===== src/hw/flash_row_pkg.sv =====
// Constants and carrier types for the program flash row writer.
// Assumes a single 200 MHz system clock and a synchronous high reset.
`default_nettype none
package flash_row_pkg;
   // Word and latch geometry
   localparam int WORD_W      = 14;
   localparam int LATCH_N     = 32;
   localparam int LATCH_IDX_W = 5;
   localparam int ROW_W       = 10;
   localparam int ADDR_W      = 15;
   // Address field positions inside the high:low pair
   localparam int ADDR_LATCH_LO = 0;
   localparam int ADDR_ROW_LO   = 5;
   // Blank value of an erased word and of an unloaded latch
   localparam logic [13:0] BLANK_WORD = 14'h3fff;
   // Reset values
   localparam logic [4:0]  IDX_RST  = 5'h00;
   localparam logic [9:0]  ROW_RST  = 10'h000;
   // Default cycle counts of one row program and one row erase operation
   localparam int PROG_NS     = 2000;
   localparam int CLK_NS      = 5;
   localparam int PROG_CYCLES = (PROG_NS + CLK_NS - 1) / CLK_NS;
   localparam int ERASE_NS     = 2000;
   localparam int ERASE_CYCLES = (ERASE_NS + CLK_NS - 1) / CLK_NS;
   localparam logic [11:0] CNT_RST = 12'h000;

   // Software-visible control bits of the memory control register
   typedef struct packed {
      logic write_allow;
      logic region_select;
      logic latch_only;
   } mem_control_one_s;

   // One word write toward the flash array
   typedef struct packed {
      logic              valid;
      logic [ROW_W-1:0]  row;
      logic [4:0]        col;
      logic [WORD_W-1:0] data;
   } array_write_s;

   // Sequencer states
   typedef enum logic [1:0] {
      ST_IDLE    = 2'b00,
      ST_PROGRAM = 2'b01,
      ST_ERASE   = 2'b10,
      ST_CLEAR   = 2'b11
   } seq_state_e;
endpackage
`default_nettype wire


===== src/hw/unlock_watch.sv =====
// Watches the protected unlock sequence and pulses when it completes.
// Assumes the two key bytes arrive as same-clock write strobes.
`timescale 1ns/1ps
`default_nettype none
module unlock_watch (
   // Clock and reset
   input  wire logic       mclk_i,
   input  wire logic       sys_rst_i,
   // Key writes and arming
   input  wire logic       key_wr_i,
   input  wire logic [7:0] key_data_i,
   input  wire logic       arm_i,
   // Completion pulse
   output logic            unlock_o
);
   localparam logic [7:0] KEY_ONE = 8'h55;
   localparam logic [7:0] KEY_TWO = 8'haa;

   logic got_one;         // First key seen on the previous write
   logic next_got_one;
   logic next_unlock;

   ////////////////////////////////////////////////////////////////////////
   // Any write other than the expected key aborts; a gap of idle cycles
   // is allowed, but any foreign write breaks the sequence.
   always_comb begin
      next_got_one = got_one;
      next_unlock  = 1'b0;
      if (key_wr_i) begin
         if (!got_one) begin
            next_got_one = (key_data_i == KEY_ONE);
         end else begin
            next_got_one = 1'b0;
            // Only a clean second key while armed raises the unlock pulse
            next_unlock  = (key_data_i == KEY_TWO) && arm_i;
         end
      end
   end

   // Registers only
   always_ff @(posedge mclk_i) begin
      if (sys_rst_i) begin
         got_one  <= 1'b0;
         unlock_o <= 1'b0;
      end else begin
         got_one  <= next_got_one;
         unlock_o <= next_unlock;
      end
   end

   // Interrupted sequence never pulses
   property p_unlock_needs_keys;
      @(posedge mclk_i) disable iff (sys_rst_i)
      unlock_o |-> $past(key_wr_i) && ($past(key_data_i) == KEY_TWO);
   endproperty
   a_unlock_needs_keys: assert property (p_unlock_needs_keys)
      else $error("unlock pulse without second key");

   // Second key counts only straight after a first key
   property p_unlock_after_first;
      @(posedge mclk_i) disable iff (sys_rst_i)
      unlock_o |-> $past(got_one);
   endproperty
   a_unlock_after_first: assert property (p_unlock_after_first)
      else $error("unlock pulse without first key");
endmodule
`default_nettype wire


===== src/hw/program_flash_row_writer.sv =====
// Row writer for program flash: write latches, row commit and row erase.
// Assumes register writes come from same-clock core logic and that the
// flash array accepts one word write per cycle on the array port.
`timescale 1ns/1ps
`default_nettype none
// What this block does
// Software loads address, latches, then commits rows
// Programming never erases; erase is separate
// Erase clears exactly one whole row
// One commit writes up to thirty-two words
// Upper ten bits row, low five latch
// Commit stays inside the addressed row
// Latches return to blank after write
// Latches return to blank after erase
// Latch-only unlock loads one latch only
// Normal unlock loads last word, commits row
// Only an uninterrupted unlock starts anything; the code starts an erase on an armed erase request with no unlock
// Software sets write allow before loading
// Software clears region select before loading
// Software increments address after each load
// Completion flag set when program finishes
module program_flash_row_writer #(
   parameter int PROG_CYC  = flash_row_pkg::PROG_CYCLES,
   parameter int ERASE_CYC = flash_row_pkg::ERASE_CYCLES
) (
   // Clock and reset
   input  wire logic        mclk_i,
   input  wire logic        sys_rst_i,
   // Register contents held by the core
   input  wire logic [6:0]  mem_addr_high_i,
   input  wire logic [7:0]  mem_addr_low_i,
   input  wire logic [5:0]  mem_data_high_i,
   input  wire logic [7:0]  mem_data_low_i,
   input  wire flash_row_pkg::mem_control_one_s mem_control_one_i,
   // Erase request and unlock key writes
   input  wire logic        erase_req_i,
   input  wire logic        key_wr_i,
   input  wire logic [7:0]  key_data_i,
   // Completion flag clear from software
   input  wire logic        done_clr_i,
   // Flash array write port
   output var flash_row_pkg::array_write_s array_wr_o,
   output logic             array_erase_o,
   // Status
   output logic             busy_o,
   output logic             mem_op_done_flag_o
);
   localparam logic [11:0] PROG_LAST  = 12'(PROG_CYC - 1);
   localparam logic [11:0] ERASE_LAST = 12'(ERASE_CYC - 1);
   localparam logic [11:0] LATCH_CNT  = 12'(flash_row_pkg::LATCH_N);

   // Latch bank, one word per column of the row
   logic [flash_row_pkg::WORD_W-1:0] latch [flash_row_pkg::LATCH_N];
   logic [flash_row_pkg::WORD_W-1:0] next_latch [flash_row_pkg::LATCH_N];

   flash_row_pkg::seq_state_e state;       // Sequencer state
   flash_row_pkg::seq_state_e next_state;
   logic [11:0]               cnt;         // Operation timer
   logic [11:0]               next_cnt;
   logic [4:0]                col;         // Commit column walker
   logic [4:0]                next_col;
   logic [9:0]                row;         // Row captured at start
   logic [9:0]                next_row;
   flash_row_pkg::array_write_s next_array_wr;
   logic                      next_erase;
   logic                      next_busy;
   logic                      next_done;
   logic                      unlock;      // Clean unlock pulse
   logic                      armed;       // Program space, writes allowed

   logic [9:0]  addr_row;                  // Row field of the address
   logic [4:0]  addr_col;                  // Latch field of the address
   logic [13:0] data_word;                 // Data pair as one word

   ////////////////////////////////////////////////////////////////////////
   // Address split: row from high[6:0]:low[7:5], latch from low[4:0]
   assign addr_row  = {mem_addr_high_i, mem_addr_low_i[7:5]};
   assign addr_col  = mem_addr_low_i[4:0];
   assign data_word = {mem_data_high_i, mem_data_low_i};
   // Unlock only counts in program space with writes allowed; the
   // software ordering of these bits is the caller's job
   assign armed = mem_control_one_i.write_allow &&
                  !mem_control_one_i.region_select &&
                  (state == flash_row_pkg::ST_IDLE);

   // Unlock detector
   unlock_watch u_unlock (
      .mclk_i     (mclk_i),
      .sys_rst_i  (sys_rst_i),
      .key_wr_i   (key_wr_i),
      .key_data_i (key_data_i),
      .arm_i      (armed),
      .unlock_o   (unlock)
   );

   ////////////////////////////////////////////////////////////////////////
   // Next-state logic for sequencer, latches and outputs
   always_comb begin
      next_state    = state;
      next_cnt      = cnt;
      next_col      = col;
      next_row      = row;
      next_latch    = latch;
      next_array_wr = '0;
      next_erase    = 1'b0;
      next_done     = mem_op_done_flag_o;
      // Software clear loses to a same-cycle set below
      if (done_clr_i) begin
         next_done = 1'b0;
      end
      case (state)
         flash_row_pkg::ST_IDLE: begin
            if (unlock) begin
               // Store the addressed word in either mode
               next_latch[addr_col] = data_word;
               if (!mem_control_one_i.latch_only) begin
                  // Commit whole bank, no automatic erase first
                  next_row   = addr_row;
                  next_col   = flash_row_pkg::IDX_RST;
                  next_cnt   = flash_row_pkg::CNT_RST;
                  next_state = flash_row_pkg::ST_PROGRAM;
               end
            end else if (erase_req_i && armed && !key_wr_i) begin
               // Erase takes the one addressed row, nothing more
               next_row   = addr_row;
               next_cnt   = flash_row_pkg::CNT_RST;
               next_state = flash_row_pkg::ST_ERASE;
            end
         end
         flash_row_pkg::ST_PROGRAM: begin
            // One word per latch, then the port stays quiet for the rest
            // of the program time; a program time shorter than the latch
            // count would leave the upper columns unwritten
            if (cnt < LATCH_CNT) begin
               // Walk the 32 columns of the captured row only
               next_array_wr.valid = 1'b1;
               next_array_wr.row   = row;
               next_array_wr.col   = col;
               next_array_wr.data  = latch[col];
               next_col            = col + 5'h01;
            end
            next_cnt = cnt + 12'h001;
            if (cnt == PROG_LAST) begin
               next_state = flash_row_pkg::ST_CLEAR;
               next_done  = 1'b1;
            end
         end
         flash_row_pkg::ST_ERASE: begin
            next_erase = 1'b1;
            next_cnt   = cnt + 12'h001;
            if (cnt == ERASE_LAST) begin
               next_state = flash_row_pkg::ST_CLEAR;
               next_done  = 1'b1;
            end
         end
         flash_row_pkg::ST_CLEAR: begin
            // Every latch back to blank after write or erase
            for (int i = 0; i < flash_row_pkg::LATCH_N; i++) begin
               next_latch[i] = flash_row_pkg::BLANK_WORD;
            end
            next_state = flash_row_pkg::ST_IDLE;
         end
         default: begin
            next_state = flash_row_pkg::ST_IDLE;
         end
      endcase
      next_busy = (next_state != flash_row_pkg::ST_IDLE);
   end

   ////////////////////////////////////////////////////////////////////////
   // State registers; latches start blank so an unloaded one programs
   // the erased value
   always_ff @(posedge mclk_i) begin
      if (sys_rst_i) begin
         state              <= flash_row_pkg::ST_IDLE;
         cnt                <= flash_row_pkg::CNT_RST;
         col                <= flash_row_pkg::IDX_RST;
         row                <= flash_row_pkg::ROW_RST;
         array_wr_o         <= '0;
         array_erase_o      <= 1'b0;
         busy_o             <= 1'b0;
         mem_op_done_flag_o <= 1'b0;
         for (int i = 0; i < flash_row_pkg::LATCH_N; i++) begin
            latch[i] <= flash_row_pkg::BLANK_WORD;
         end
      end else begin
         state              <= next_state;
         cnt                <= next_cnt;
         col                <= next_col;
         row                <= next_row;
         array_wr_o         <= next_array_wr;
         array_erase_o      <= next_erase;
         busy_o             <= next_busy;
         mem_op_done_flag_o <= next_done;
         latch              <= next_latch;
      end
   end

   ////////////////////////////////////////////////////////////////////////
   // Checks

   // Latch-only unlock never starts a program
   property p_latch_only_no_prog;
      @(posedge mclk_i) disable iff (sys_rst_i)
      (unlock && mem_control_one_i.latch_only) |=>
         (state == flash_row_pkg::ST_IDLE);
   endproperty
   a_latch_only_no_prog: assert property (p_latch_only_no_prog)
      else $error("latch-only unlock started an operation");

   // Latch-only unlock stores the data word at the addressed latch
   property p_latch_load;
      @(posedge mclk_i) disable iff (sys_rst_i)
      (unlock && state == flash_row_pkg::ST_IDLE) |=>
         (latch[$past(addr_col)] == $past(data_word));
   endproperty
   a_latch_load: assert property (p_latch_load)
      else $error("latch not loaded by unlock");

   // Normal unlock enters programming next cycle
   property p_commit_start;
      @(posedge mclk_i) disable iff (sys_rst_i)
      (unlock && !mem_control_one_i.latch_only) |=>
         (state == flash_row_pkg::ST_PROGRAM) && (cnt == 12'h000);
   endproperty
   a_commit_start: assert property (p_commit_start)
      else $error("commit did not start");

   // Array writes stay in the captured row
   property p_row_fixed;
      @(posedge mclk_i) disable iff (sys_rst_i)
      array_wr_o.valid |-> (array_wr_o.row == row);
   endproperty
   a_row_fixed: assert property (p_row_fixed)
      else $error("array write left its row");

   // Column walk advances by one within 32 columns
   property p_col_walk;
      @(posedge mclk_i) disable iff (sys_rst_i)
      (array_wr_o.valid && $past(array_wr_o.valid)) |->
         (array_wr_o.col == 5'($past(array_wr_o.col) + 5'h01));
   endproperty
   a_col_walk: assert property (p_col_walk)
      else $error("column walk skipped");

   // No more words per commit than there are latches
   property p_word_limit;
      @(posedge mclk_i) disable iff (sys_rst_i)
      array_wr_o.valid |-> (cnt <= LATCH_CNT);
   endproperty
   a_word_limit: assert property (p_word_limit)
      else $error("commit wrote more words than latches");

   // After clear, the first and last latches are blank
   property p_blank_after;
      @(posedge mclk_i) disable iff (sys_rst_i)
      (state == flash_row_pkg::ST_CLEAR) |=>
         (latch[0] == flash_row_pkg::BLANK_WORD) &&
         (latch[31] == flash_row_pkg::BLANK_WORD);
   endproperty
   a_blank_after: assert property (p_blank_after)
      else $error("latches not blank after operation");

   // Erase always ends in the clear state
   property p_erase_clears;
      @(posedge mclk_i) disable iff (sys_rst_i)
      (state == flash_row_pkg::ST_ERASE && cnt == ERASE_LAST) |=>
         (state == flash_row_pkg::ST_CLEAR);
   endproperty
   a_erase_clears: assert property (p_erase_clears)
      else $error("erase did not blank latches");

   // Programming never drives an erase
   property p_no_auto_erase;
      @(posedge mclk_i) disable iff (sys_rst_i)
      array_wr_o.valid |-> !array_erase_o;
   endproperty
   a_no_auto_erase: assert property (p_no_auto_erase)
      else $error("erase during programming");

   // Erase only on a requested single row
   property p_erase_one_row;
      @(posedge mclk_i) disable iff (sys_rst_i)
      (array_erase_o && $past(array_erase_o)) |-> $stable(row);
   endproperty
   a_erase_one_row: assert property (p_erase_one_row)
      else $error("erase changed row");

   // Done flag rises at the end of programming
   property p_done_set;
      @(posedge mclk_i) disable iff (sys_rst_i)
      (state == flash_row_pkg::ST_PROGRAM && cnt == PROG_LAST) |=>
         mem_op_done_flag_o;
   endproperty
   a_done_set: assert property (p_done_set)
      else $error("done flag not set");

   // Nothing starts without a clean unlock or erase request
   property p_start_cause;
      @(posedge mclk_i) disable iff (sys_rst_i)
      ($past(state) == flash_row_pkg::ST_IDLE &&
       state == flash_row_pkg::ST_PROGRAM) |-> $past(unlock);
   endproperty
   a_start_cause: assert property (p_start_cause)
      else $error("program started without unlock");
endmodule
`default_nettype wire


===== config.mk =====
export PLATFORM = sky130hd
export DESIGN_NAME = program_flash_row_writer
export DESIGN_NICKNAME = d
export VERILOG_FILES = /design/src/hw/flash_row_pkg.sv /design/src/hw/unlock_watch.sv /design/src/hw/program_flash_row_writer.sv
export SDC_FILE = /design/constraint.sdc
export NUM_CORES = 1
export LEC_CHECK = 0
export BUFFER_PORTS_ARGS = -buffer_cell sky130_fd_sc_hd__buf_2
export CAP_MARGIN = 10
export CORE_MARGIN = 2
export CORE_UTILIZATION = 60
export CTS_CLUSTER_SIZE = 28
export DETAILED_ROUTE_END_ITERATION = 8
export PLACE_DENSITY = 0.78
export SLEW_MARGIN = 0
export SYNTH_ARGS = -nofsm -noshare
export SYNTH_HDL_FRONTEND = slang
export SYNTH_SLANG_ARGS = --single-unit

===== constraint.sdc =====
create_clock -name mclk_i -period 5.93 [get_ports mclk_i]
set_input_delay 0.2965 -clock mclk_i [delete_from_list [all_inputs] [get_ports mclk_i]]
set_output_delay 0.2965 -clock mclk_i [all_outputs]
set_load 0.01 [all_outputs]

After elaboration in Yosys (flattened, before gate mapping)
Cells that the tools add are included.
W data, S select, Z words.
{"block": "word_totals", "regBits": 512, "inputBits": 45, "out_inout_bits": 33, "word_cells": 121}
{"block": "op_classes", "add_sub_neg": 2, "order_cmp": 4, "n_eq_ne": 12, "muxes": 30, "bitwise_logic": 6, "reduce_logical": 22}
{"cell": "$pmux W448 S2", "count": 1}
{"cell": "$bwmux W448", "count": 1}
{"cell": "$mux W448", "count": 1}
{"cell": "$bmux W14 S5", "count": 1}
{"cell": "$demux W14 S5", "count": 1}
{"cell": "$mux W14", "count": 3}
{"cell": "$mux W12", "count": 3}
{"cell": "$mux W10", "count": 3}
{"cell": "$mux W30", "count": 1}
{"cell": "$pmux W12 S2", "count": 1}
{"cell": "$mux W5", "count": 3}
{"cell": "$add A12 B1 Y12 const B", "count": 1}
{"cell": "$eq A12 B9 Y1 const B", "count": 1}
{"cell": "$ge A6 B6 Y1 const B", "count": 2}
{"cell": "$lt A12 B6 Y1 const B", "count": 1}
{"cell": "$not A5 Y6", "count": 2}
{"cell": "$pmux W5 S2", "count": 1}
{"cell": "$reduce_bool A2 Y1", "count": 5}
{"cell": "$eq A8 B7 Y1 const B", "count": 1}
{"cell": "$eq A8 B8 Y1 const B", "count": 1}
{"cell": "$mux W2", "count": 4}
{"cell": "$logic_and A1 B1 Y1", "count": 6}
{"cell": "$lt A6 B1 Y1 const B", "count": 1}
{"cell": "$ne A2 B2 Y1 const B", "count": 3}
{"cell": "other kinds (16)", "count": 28}

Depth between registers and ports, before layout
Gate-level depths: netlist of the first run.
{"block": "logic_depth", "word_depth": 9, "depth_mapped": 9}

Modules after synthesis
From an unflattened synthesis of the first run, not the netlist that was laid out.
{"block": "hier_totals", "hier_cells": 2138, "hier_area_um2": 21709.6}
{"module": "program_flash_row_writer", "n_inst": 1, "cells_per_inst": 2127, "area_per_inst_um2": 21589.5, "seq_area_each_um2": 10209.8}
{"module": "unlock_watch", "n_inst": 1, "cells_per_inst": 11, "area_per_inst_um2": 120.1, "seq_area_each_um2": 40.0}

Worst setup path after synthesis of the first run
OpenSTA, ideal clock, no wires.
{"block": "synth_timing", "path_kind": "register to register", "startpoint": "reg state[0]", "endpoint": "reg latch[419] in the netlist's numbering", "setup_ns": 0.141, "arrival_time_ns": 1.888, "required_time_ns": 5.789, "setup_slack_ns": 3.900, "path_stages_with_launch": 9, "path_buffers": 3, "synth_period_minus_slack_ns": 2.030, "cell_sequence": "dfxtp_1 > inv_1 > ha_1 > mux2_2 > clkbuf_1 > buf_2 > o21ai_2 > clkbuf_1 > o211ai_1"}
{"block": "synth_between", "elab_chain_len": 3, "word_cells_on_any_way": 6}
{"element": "start, declared", "line": "program_flash_row_writer.sv:56", "source": "flash_row_pkg::seq_state_e state;"}
{"element": "start signal, assigned", "line": "program_flash_row_writer.sv:175", "source": "state <= flash_row_pkg::ST_IDLE;"}
{"element": "start signal, assigned", "line": "program_flash_row_writer.sv:187", "source": "state <= next_state;"}
{"element": "$logic_not A2 Y1 or $eq A2 B2 Y1 (tied branches)", "line": "program_flash_row_writer.sv:111", "source": "case (state)"}
{"element": "$ne A2 B1 Y1 (no line) or $reduce_bool A2 Y1 (tied branches)"}
{"element": "$reduce_and A2 Y1 (no line)"}
{"element": "end signal, assigned by index", "line": "program_flash_row_writer.sv:184", "source": "latch[i] <= flash_row_pkg::BLANK_WORD;"}
{"element": "end signal, assigned", "line": "program_flash_row_writer.sv:195", "source": "latch <= next_latch;"}
{"element": "end, declared", "line": "program_flash_row_writer.sv:53", "source": "logic [flash_row_pkg::WORD_W-1:0] latch [flash_row_pkg::LATCH_N];"}
Several ways; a longest one is shown, not always the timed one.
A chain may end at the register's enable or synchronous reset.

Final worst setup path of the first run
{"block": "layout_timing", "startpoint": "reg state[1]", "endpoint": "reg latch[210] in the netlist's numbering"}
The elaborated chain is that of the path after synthesis.

==> impl_metrics.toml, run 1 <==
[drt]
drcViolationCount = 0
wl_per_cell_um = 20.54
antenna_left = 0
drt-vias-per-instance = 6.359
first_iter_violations = 1809
wl_mm = 54.79
first_pass_iters = 6
vias = 16970

[synth]
async_reset_ff_share_pct = 0
ys_ff_latch = 512
synth_ff_type = "dfxtp_1"
avgSynthCellArea_um2 = 9.717
yosysWarnings = 0
syn_area_um2 = 21350
ys_seq_area_share_pct = 48.01
synth_cells = 2197
synth_fp_nets = 2250
synthDistinctLibCells = 54
synth_edf_count = 0

[timing]
slew-limit-headroom_pct = 19.22
hold_violations = 0
fin_skew_ns = 0.03598
setup_violations = 0
period_share_pct = 60.35
rsz0062_at_grt = "false"
fin_setup_tns_ns = 0
period_needed_ns = 3.578
fmax_ghz = 0.2794
worstMarginPinSlew_ns = 1.212
setup_ws_ns = 2.352
drv_slew = 0

[global_route]
antenna_found_initial = 2
globalRouteOverflowTotal = 0
grt_pass1_wl_mm = 87.06
track_usage_pct = 29.70
grt_max_degree = 242
grt_pass1_vias = 16040

[critical_path]
cp_num_buf_inv = 1
worst-path-stages = 6
crit_slowest_cell = "mux2_2"
critPathKind = "flop to flop"
crit_path_start_kind = "flop"
crit_path_end_kind = "flop"
crit_path_max_incr_delay_ns = 0.90
required_ns = 6.33
arrival_ns = 3.98
cp_common_cell = "nand2_1"
r2r_cells = 6
critical_path.cell_chain = "ha_2, buf_4, mux2_2, nand2_1, nand2_1, o211ai_1"
crit_family = "simple AND/OR/NAND/NOR gates"
crit_fanout = 47

[cells_and_area]
areaGrowthSynthToFinish_pct = 10.99
mostFrequentLayoutCells = "dfxtp_1, nand2_1, o211ai_1, mux2i_1, buf_2"
layout_commonest_cell = "dfxtp_1"
final_core_util_pct = 67.11
final_area_um2 = 23700
num-nets-final = 2216
layout-drive-gt1-share_pct = 14.01

[clock_network]
cts_tree = "yes"
clkSlewWorstSetupHoldPaths_ns = 0.06
cts.htree.levels = 2
clock_latency_ns = 0.60
clock_path_buffers = 3
cts_buffers = 51
root_buffer = "clkbuf_16"
cts_sinks = 512

[die]
core_um2 = 35310
io_pins = 78
initial_core_util_pct = 60.46
die-width_um = 192.6
die_area_um2 = 37110
die_h_um = 192.6
rows = 69

[placed_design]
port_buffers = 77
place_ws_ns = 2.475
hpwl_mm = 32.83
placed_area_um2 = 21760
gp_congestion = 0.8703

[power]
power.density_nw_per_um2 = 292.5
p_leak_nw = 10.50
vdd_drop_max_uv = 235.4

[min_path]
whs_path_depth = 4
hold_path_class = "input port to flop"

[run]
cap_viol_max_count = 0

[outcome]
status = "completed"
## logic make-up (layout without fill, tap and decap cells)
logic type,after synthesis,after routing,synth area share [%]
buf+inv,230,238,4.630
mux,193,193,12.75
compound gates,614,614,21.23
fa+ha+maj,8,8,0.4689
other cells,0,2,0
simple gates,629,629,12.46
flops,512,512,48.01
xor+xnor,11,11,0.4513
## stage by stage
| stage | total power [mW] | hold WS [ns] | std cells |
|---|---|---|---|
| 6_report | 6.932 | 0.04445 | 2668 |
| 5_1_grt | 7.109 | 0.07063 | 2667 |
| 4_1_cts | 6.956 | 0.02820 | 2663 |
| 3_5_place_dp | 3.693 | 0.4624 | 2554 |
| 3_3_place_gp | 3.688 | 0.4554 | 2554 |
| 2_1_floorplan | 3.630 | 0.3681 | 2197 |
## registers in the layout (all words and copies together), names as in the netlist
| signal | cells |
|---|---|
| state | 2 |
| array_wr_o | 30 |
| u_unlock.unlock_o | 1 |
| mem_op_done_flag_o | 1 |
| latch | 448 |
| busy_o | 1 |
| u_unlock.got_one | 1 |
| cnt | 12 |
| col | 5 |
| row | 10 |
| array_erase_o | 1 |
## final cells by class
class | instances | area [µm²]
fill | 2663 | 11610
sequential | 512 | 10260
multi-input combinational | 1455 | 10160
clock buffer | 82 | 1563
timing repair buffer | 139 | 929.6
tap | 461 | 576.8
clock inverter | 13 | 183.9
inverter | 4 | 22.52
antenna | 2 | 5.005
## per-layer routing
layer / routed length, µm / share of wire, % / global-route usage [%] / vias up
li1: - / - / - / 8069
met3: 3906 / 7.1 / 4.510 / 108
met4: 1829 / 3.3 / 10.60 / 0
met1: 23930 / 44 / 41.11 / 8197
met2: 25130 / 46 / 47.33 / 593
met5: 0 / 0 / 0 / -
## cell usage after synthesis, drive strengths merged, types with 2 or more instances
cell,number,area (µm²)
dfxtp,512,10250
nand2,463,1738
o211ai,448,3363
clkbuf,172,645.6
mux2i,122,1221
nor2,64,242.7
mux4,56,1333
buf,54,327.8
a21oi,48,240.2
o21ai,33,266.5
a22oi,30,225.2
nor4,22,143.9
and3,17,106.4
mux2,15,168.9
o22ai,14,87.58
a221oi,13,113.9
a22o,13,113.9
xnor2,11,96.34
nor2b,10,62.56
nor3,9,45.04
ha,8,100.1
nand2b,8,50.05
nand3b,7,52.55
nand3,5,25.02
a21o,4,30.03
inv,4,15.01
nand4,4,25.02
nor3b,4,30.03
and2,3,18.77
and3b,3,26.28
nand4b,3,26.28
a311oi,2,17.52
a31oi,2,12.51
nor4b,2,23.77
nor4bb,2,20.02
o32ai,2,17.52
## path summary, 6_finish.rpt
check                                  end  slack [ns]                 from
min          u_unlock.got_one$_SDFFE_PP0P_        0.04        key_data_i[5]
max                latch[210]$_SDFFE_PP1P_        2.35  state[1]$_SDFF_PP0_
min reg2reg      array_wr_o[27]$_SDFF_PP0_        0.48  row[8]$_SDFFE_PP0P_
max reg2reg        latch[210]$_SDFFE_PP1P_        2.35  state[1]$_SDFF_PP0_
## worst reg2reg max path, stage by stage (launching register included)
cell and delay [ns]:
dfxtp_1 0.44, ha_2 0.23, buf_4 0.57, mux2_2 0.93
nand2_1 0.81, nand2_1 0.31, o211ai_1 0.12
## report_power, final
group | internal, mW | total (mW) | switching [mW]
Clock | 1.94 | 3.30 | 1.36
Combinational | 0.0413 | 0.186 | 0.145
Sequential | 3.44 | 3.44 | 0.00213
## timing repair
item / CTS / global route
setup buffers: 0 / 0
hold buffers: 14 / 0
hold endpoints to repair: 12 / 0
gates resized for setup: 0 / 0
No activity file was read; power rests on OpenSTA's default activity.
==> run 2: changes to the inputs <==
- clock period: 5.93 -> 3.3 ns (I/O delays scaled with it)
==> run 2 against run 1 <==
Effect of this change:
- wire length grew 3.5%
- setup slack lost 1.9 ns
- clock power grew 80%
- flip-flop and latch count is the same
- global-route usage grew 1.2 points
- sequential power grew 80%
- largest cell class unchanged
==> impl_metrics.toml, run 2 (synthesis results as in run 1) <==
[cells_and_area]
seqCellArea_um2 = 10260
layout_commonest_cell = "dfxtp_1"
num-nets-final = 2235
layout-drive-gt1-share_pct = 14.51
fillers = 2640
largest_registers = "latch (448), array_wr_o (30), cnt (12)"
areaGrowthSynthToFinish_pct = 11.74
mostFrequentLayoutCells = "dfxtp_1, nand2_1, o211ai_1, mux2i_1, buf_2"
multi_input_area_um2 = 10160
final_cells = 2681
largest_reg_flops = 448
regMostFlops = "latch"

[drt]
wl_per_cell_um = 21.14
routed-wl-met3_mm = 4.472
first_iter_violations = 1648
wl_mm = 56.69
drt-vias-per-instance = 6.460
antenna_left = 0
drcViolationCount = 0
wl_met2_mm = 25.47
first_pass_iters = 6
routed.top_layer = "met4"
vias = 17320
met1_length_mm = 24.68

[critical_path]
critPathKind = "flop to flop"
required_ns = 3.70
cp-startpoint = "state[1]$_SDFF_PP0_"
r2r_cells = 5
rr_endpoint = "array_wr_o[1]$_SDFF_PP0_"
crit_family = "simple AND/OR/NAND/NOR gates"
critical_path.cell_chain = "inv_1, ha_1, and4b_1, nand2_1, nor4_1"
crit_path_max_incr_delay_ns = 0.71
cp_num_buf_inv = 1
arrival_ns = 3.24
crit_path_start_kind = "flop"
crit_slowest_cell = "nor4_1"
rr_startpoint = "state[1]$_SDFF_PP0_"
crit_fanout = 17
crit_path_end_kind = "flop"
reg2reg_slack_ns = 0.46

[global_route]
grt_pass1_vias = 16120
antenna_found_initial = 0
track_usage_pct = 30.85
grt_max_degree = 150
globalRouteOverflowTotal = 0
grt_pass1_wl_mm = 89.85

[die]
initial_core_util_pct = 60.46
die_area_um2 = 37110
die_h_um = 192.6
rows = 69
core_um2 = 35310
io_pins = 78
die-width_um = 192.6

[clock_network]
cts_buffers = 50
ctsHoldBuffers = 17
cts_sinks = 512
cts_tree = "yes"
cts_resized = 0
root_buffer = "clkbuf_16"
clock_latency_ns = 0.58
clkSlewWorstSetupHoldPaths_ns = 0.06
cts_setup_buffers = 0
cts.htree.levels = 2
clock_path_buffers = 3

[placed_design]
port_buffers = 77
hpwl_mm = 34.23
dp_cells = 2571
place_ws_ns = 0.5528
gp_congestion = 0.8629

[timing]
holdWs_ns = 0.04755
rsz0062_at_grt = "false"
fin_skew_ns = 0.02417
period_share_pct = 86.04
hold_violations = 0
period_needed_ns = 2.839
drv_slew = 0
fmax_ghz = 0.3522
setup_violations = 0
worstMarginPinSlew_ns = 1.238
fin_setup_tns_ns = 0
setup_ws_ns = 0.4606
slew-limit-headroom_pct = 17.45

[run]
cap_viol_max_count = 0

[min_path]
holdPathEnd = "mem_op_done_flag_o$_SDFF_PP0_"
whs_path_depth = 2
hp-start = "sys_rst_i"
hold_path_class = "input port to flop"

[power]
power.density_nw_per_um2 = 522.8
p_leak_nw = 10.59
vdd_drop_max_uv = 452.1

[outcome]
status = "completed"
[run 2: layer usage]
layer	global-route usage, %	vias up
met5	0	-
met4	12.10	0
met3	4.692	111
met2	47.44	698
met1	43.76	8416
li1	-	8093
[run 2: where the power goes]
group	leakage, nW	switching, mW	internal (mW)
combinational	5.60	0.278	0.0772
sequential	4.14	0.00420	6.18
clock	0.839	2.38	3.55
[run 2: layout make-up]
class,count,share of cell area (%)
antenna,1,0.01049
clock buffer,75,6.184
clock inverter,14,0.9808
inverter,4,0.09441
multi-input combinational,1455,42.58
sequential,512,43.00
tap,461,2.418
timing repair buffer,159,4.731
[run 2: how the worst max path moves through the flow]
stage / endpoint / slack, ns / cells after the start
after floorplan: latch[419]$_SDFFE_PP1P_ / 1.27 / 8
after global placement: array_wr_o[11]$_SDFF_PP0_ / 0.58 / 5
after detailed placement: array_wr_o[1]$_SDFF_PP0_ / 0.55 / 4
after CTS: array_wr_o[1]$_SDFF_PP0_ / 0.50 / 4
after global routing: array_wr_o[1]$_SDFF_PP0_ / 0.32 / 4
final: array_wr_o[1]$_SDFF_PP0_ / 0.46 / 5
[run 2: worst reg2reg max path, cell delays in order (launching register included)]
cell and delay, ns:
dfxtp_1 0.37, inv_1 0.14, ha_1 0.29, and4b_1 0.64, nand2_1 0.51, nor4_1 0.72
[run 2: per-stage QoR]
stage               util, %  cell area, µm²  total power [mW]
finish                67.56           23860             12.47
global route          67.55           23850             12.80
CTS                   67.43           23810             12.51
detailed placement    62.10           21930             6.654
global placement      62.10           21930             6.647
floorplan                 -           21350             6.524
==> run 3: changes to the inputs <==
- clock period: 3.3 -> 3.1 ns (I/O delays scaled with it)
==> run 3 against run 2 <==
Effect of this change:
- via count barely moved
- utilization rose by 0.27 points
- non-clock buffer count fell by 2
- combinational power rose by 5.6%
- largest power group is now clock
- highest routed layer unchanged
==> impl_metrics.toml, run 3 (synthesis results as in run 1) <==
[outcome]
status = "completed"

[power]
intPower_mw = 10.72
netSwitchingFraction_pct = 21.63
vdd_drop_max_uv = 573.0
p_leak_nw = 10.64
p_total_mw = 13.67
power_frac_comb_pct = 2.7
power.density_nw_per_um2 = 570.8
clkPwrFrac_pct = 49.1
switching_power_mw = 2.957
p_seq_share_pct = 48.2

[drt]
first_iter_violations = 1831
routed.top_layer = "met4"
drcViolationCount = 0
wl_met2_mm = 26.21
antenna_left = 0
wl_per_cell_um = 21.25
vias = 17310
met1_length_mm = 24.43
first_pass_iters = 6
wl_mm = 57.04
routed-wl-met3_mm = 4.398
drt-vias-per-instance = 6.446

[cells_and_area]
antenna_cells = 0
layout_commonest_cell = "dfxtp_1"
num-nets-final = 2234
largest_reg_flops = 448
largest_registers = "latch (448), array_wr_o (30), cnt (12)"
areaGrowthSynthToFinish_pct = 12.19
fillers = 2603
final_core_util_pct = 67.83
layout-drive-gt1-share_pct = 15.02
mostFrequentLayoutCells = "dfxtp_1, nand2_1, o211ai_1, mux2i_1, buf_2"
regMostFlops = "latch"
final_cells = 2685

[min_path]
hold_path_class = "input port to flop"

[global_route]
track_usage_pct = 30.99
grt_pass1_wl_mm = 90.52
globalRouteOverflowTotal = 0
grt_pass1_vias = 16540
antenna_found_initial = 0
grt_max_degree = 200

[die]
die_area_um2 = 37110
rows = 69
initial_core_util_pct = 60.46
die-width_um = 192.6
die_h_um = 192.6
io_pins = 78
core_um2 = 35310

[timing]
worstMarginPinSlew_ns = 1.148
fmax_ghz = 0.3263
setup_ws_ns = 0.03514
fin_setup_tns_ns = 0
setup_violations = 0
fin_skew_ns = 0.02407
slew-limit-headroom_pct = 23.49
period_share_pct = 98.87
drv_slew = 0
rsz0062_at_grt = "false"
period_needed_ns = 3.065
hold_violations = 0

[clock_network]
cts_buffers = 51
cts_tree = "yes"
cts_sinks = 512
clock_latency_ns = 0.58
cts_resized = 0
root_buffer = "clkbuf_16"
clkSlewWorstSetupHoldPaths_ns = 0.07
cts.htree.levels = 2
clock_path_buffers = 3

[critical_path]
crit_path_start_kind = "flop"
crit_path_end_kind = "flop"
cp_num_buf_inv = 1
crit_path_max_incr_delay_ns = 0.74
critical_path.cell_chain = "buf_4, mux4_1, mux2_2, a221oi_1, nor4_1"
required_ns = 3.52
crit_slowest_cell = "dfxtp_4"
arrival_ns = 3.48
crit_family = "multiplexers"
crit_fanout = 30
critPathKind = "flop to flop"

[run]
cap_viol_max_count = 0

[placed_design]
dp_cells = 2571
hpwl_mm = 34.25
port_buffers = 77
place_ws_ns = 0.1224
gp_congestion = 0.9287
==> run 3: worst register-to-register path, delay by kind of cell (launching register included) <==
kind | cells | cell delay (ns)
DFF | 1 | 0.74
buffers and inverters | 1 | 0.40
and+or+nand+nor | 1 | 0.21
muxes | 2 | 0.88
AOI/OAI and AO/OA | 1 | 0.68
==> run 3: layout make-up <==
| class | instances | area [µm²] | area share (%) |
|---|---|---|---|
| clock buffers | 65 | 1440 | 6.013 |
| clock inverters | 31 | 415.4 | 1.734 |
| inverters | 4 | 22.52 | 0.09403 |
| multi-input cells | 1455 | 10160 | 42.41 |
| flip-flops and latches | 512 | 10260 | 42.82 |
| well taps | 461 | 576.8 | 2.408 |
| repair buffers | 157 | 1081 | 4.513 |
==> run 3: worst paths after layout <==
kind	start	endpoint	slack (ns)	cells past startpoint
min reg2reg	row[6]$_SDFFE_PP0P_	array_wr_o[25]$_SDFF_PP0_	0.48	1
max reg2reg	col[1]$_SDFFE_PP0P_	array_wr_o[3]$_SDFF_PP0_	0.04	5
max	col[1]$_SDFFE_PP0P_	array_wr_o[3]$_SDFF_PP0_	0.04	5
min	sys_rst_i	col[0]$_SDFFE_PP0P_	0.04	2
==> run 3: power groups by stage <==
stage | Combinational (mW) | Clock, mW | Sequential, mW
2_1_floorplan | 0.210 | 0 | 6.73
3_3_place_gp | 0.339 | 0 | 6.73
3_5_place_dp | 0.345 | 0 | 6.73
4_1_cts | 0.361 | 6.76 | 6.59
5_1_grt | 0.394 | 7.04 | 6.58
6_report | 0.375 | 6.71 | 6.59
==> run 3: through the flow <==
step | hold WS [ns] | cell area, µm²
after CTS | 0.01341 | 23950
final | 0.04315 | 23950
after global routing | 0.03743 | 23950
after global placement | 0.3875 | 21920
after floorplan | 0.2266 | 21350
after detailed placement | 0.3970 | 21920
==> run 3: repair_timing <==
action | in CTS | in global routing
hold endpoints to repair | 21 | 0
setup buffers | 0 | 0
hold buffers | 18 | 0
==> run 3: routing by layer <==
layer	up-vias	GRT usage (%)
met1	8387	43.11
met2	707	48.83
met3	113	4.474
li1	8100	-
met5	-	0
met4	0	12.10
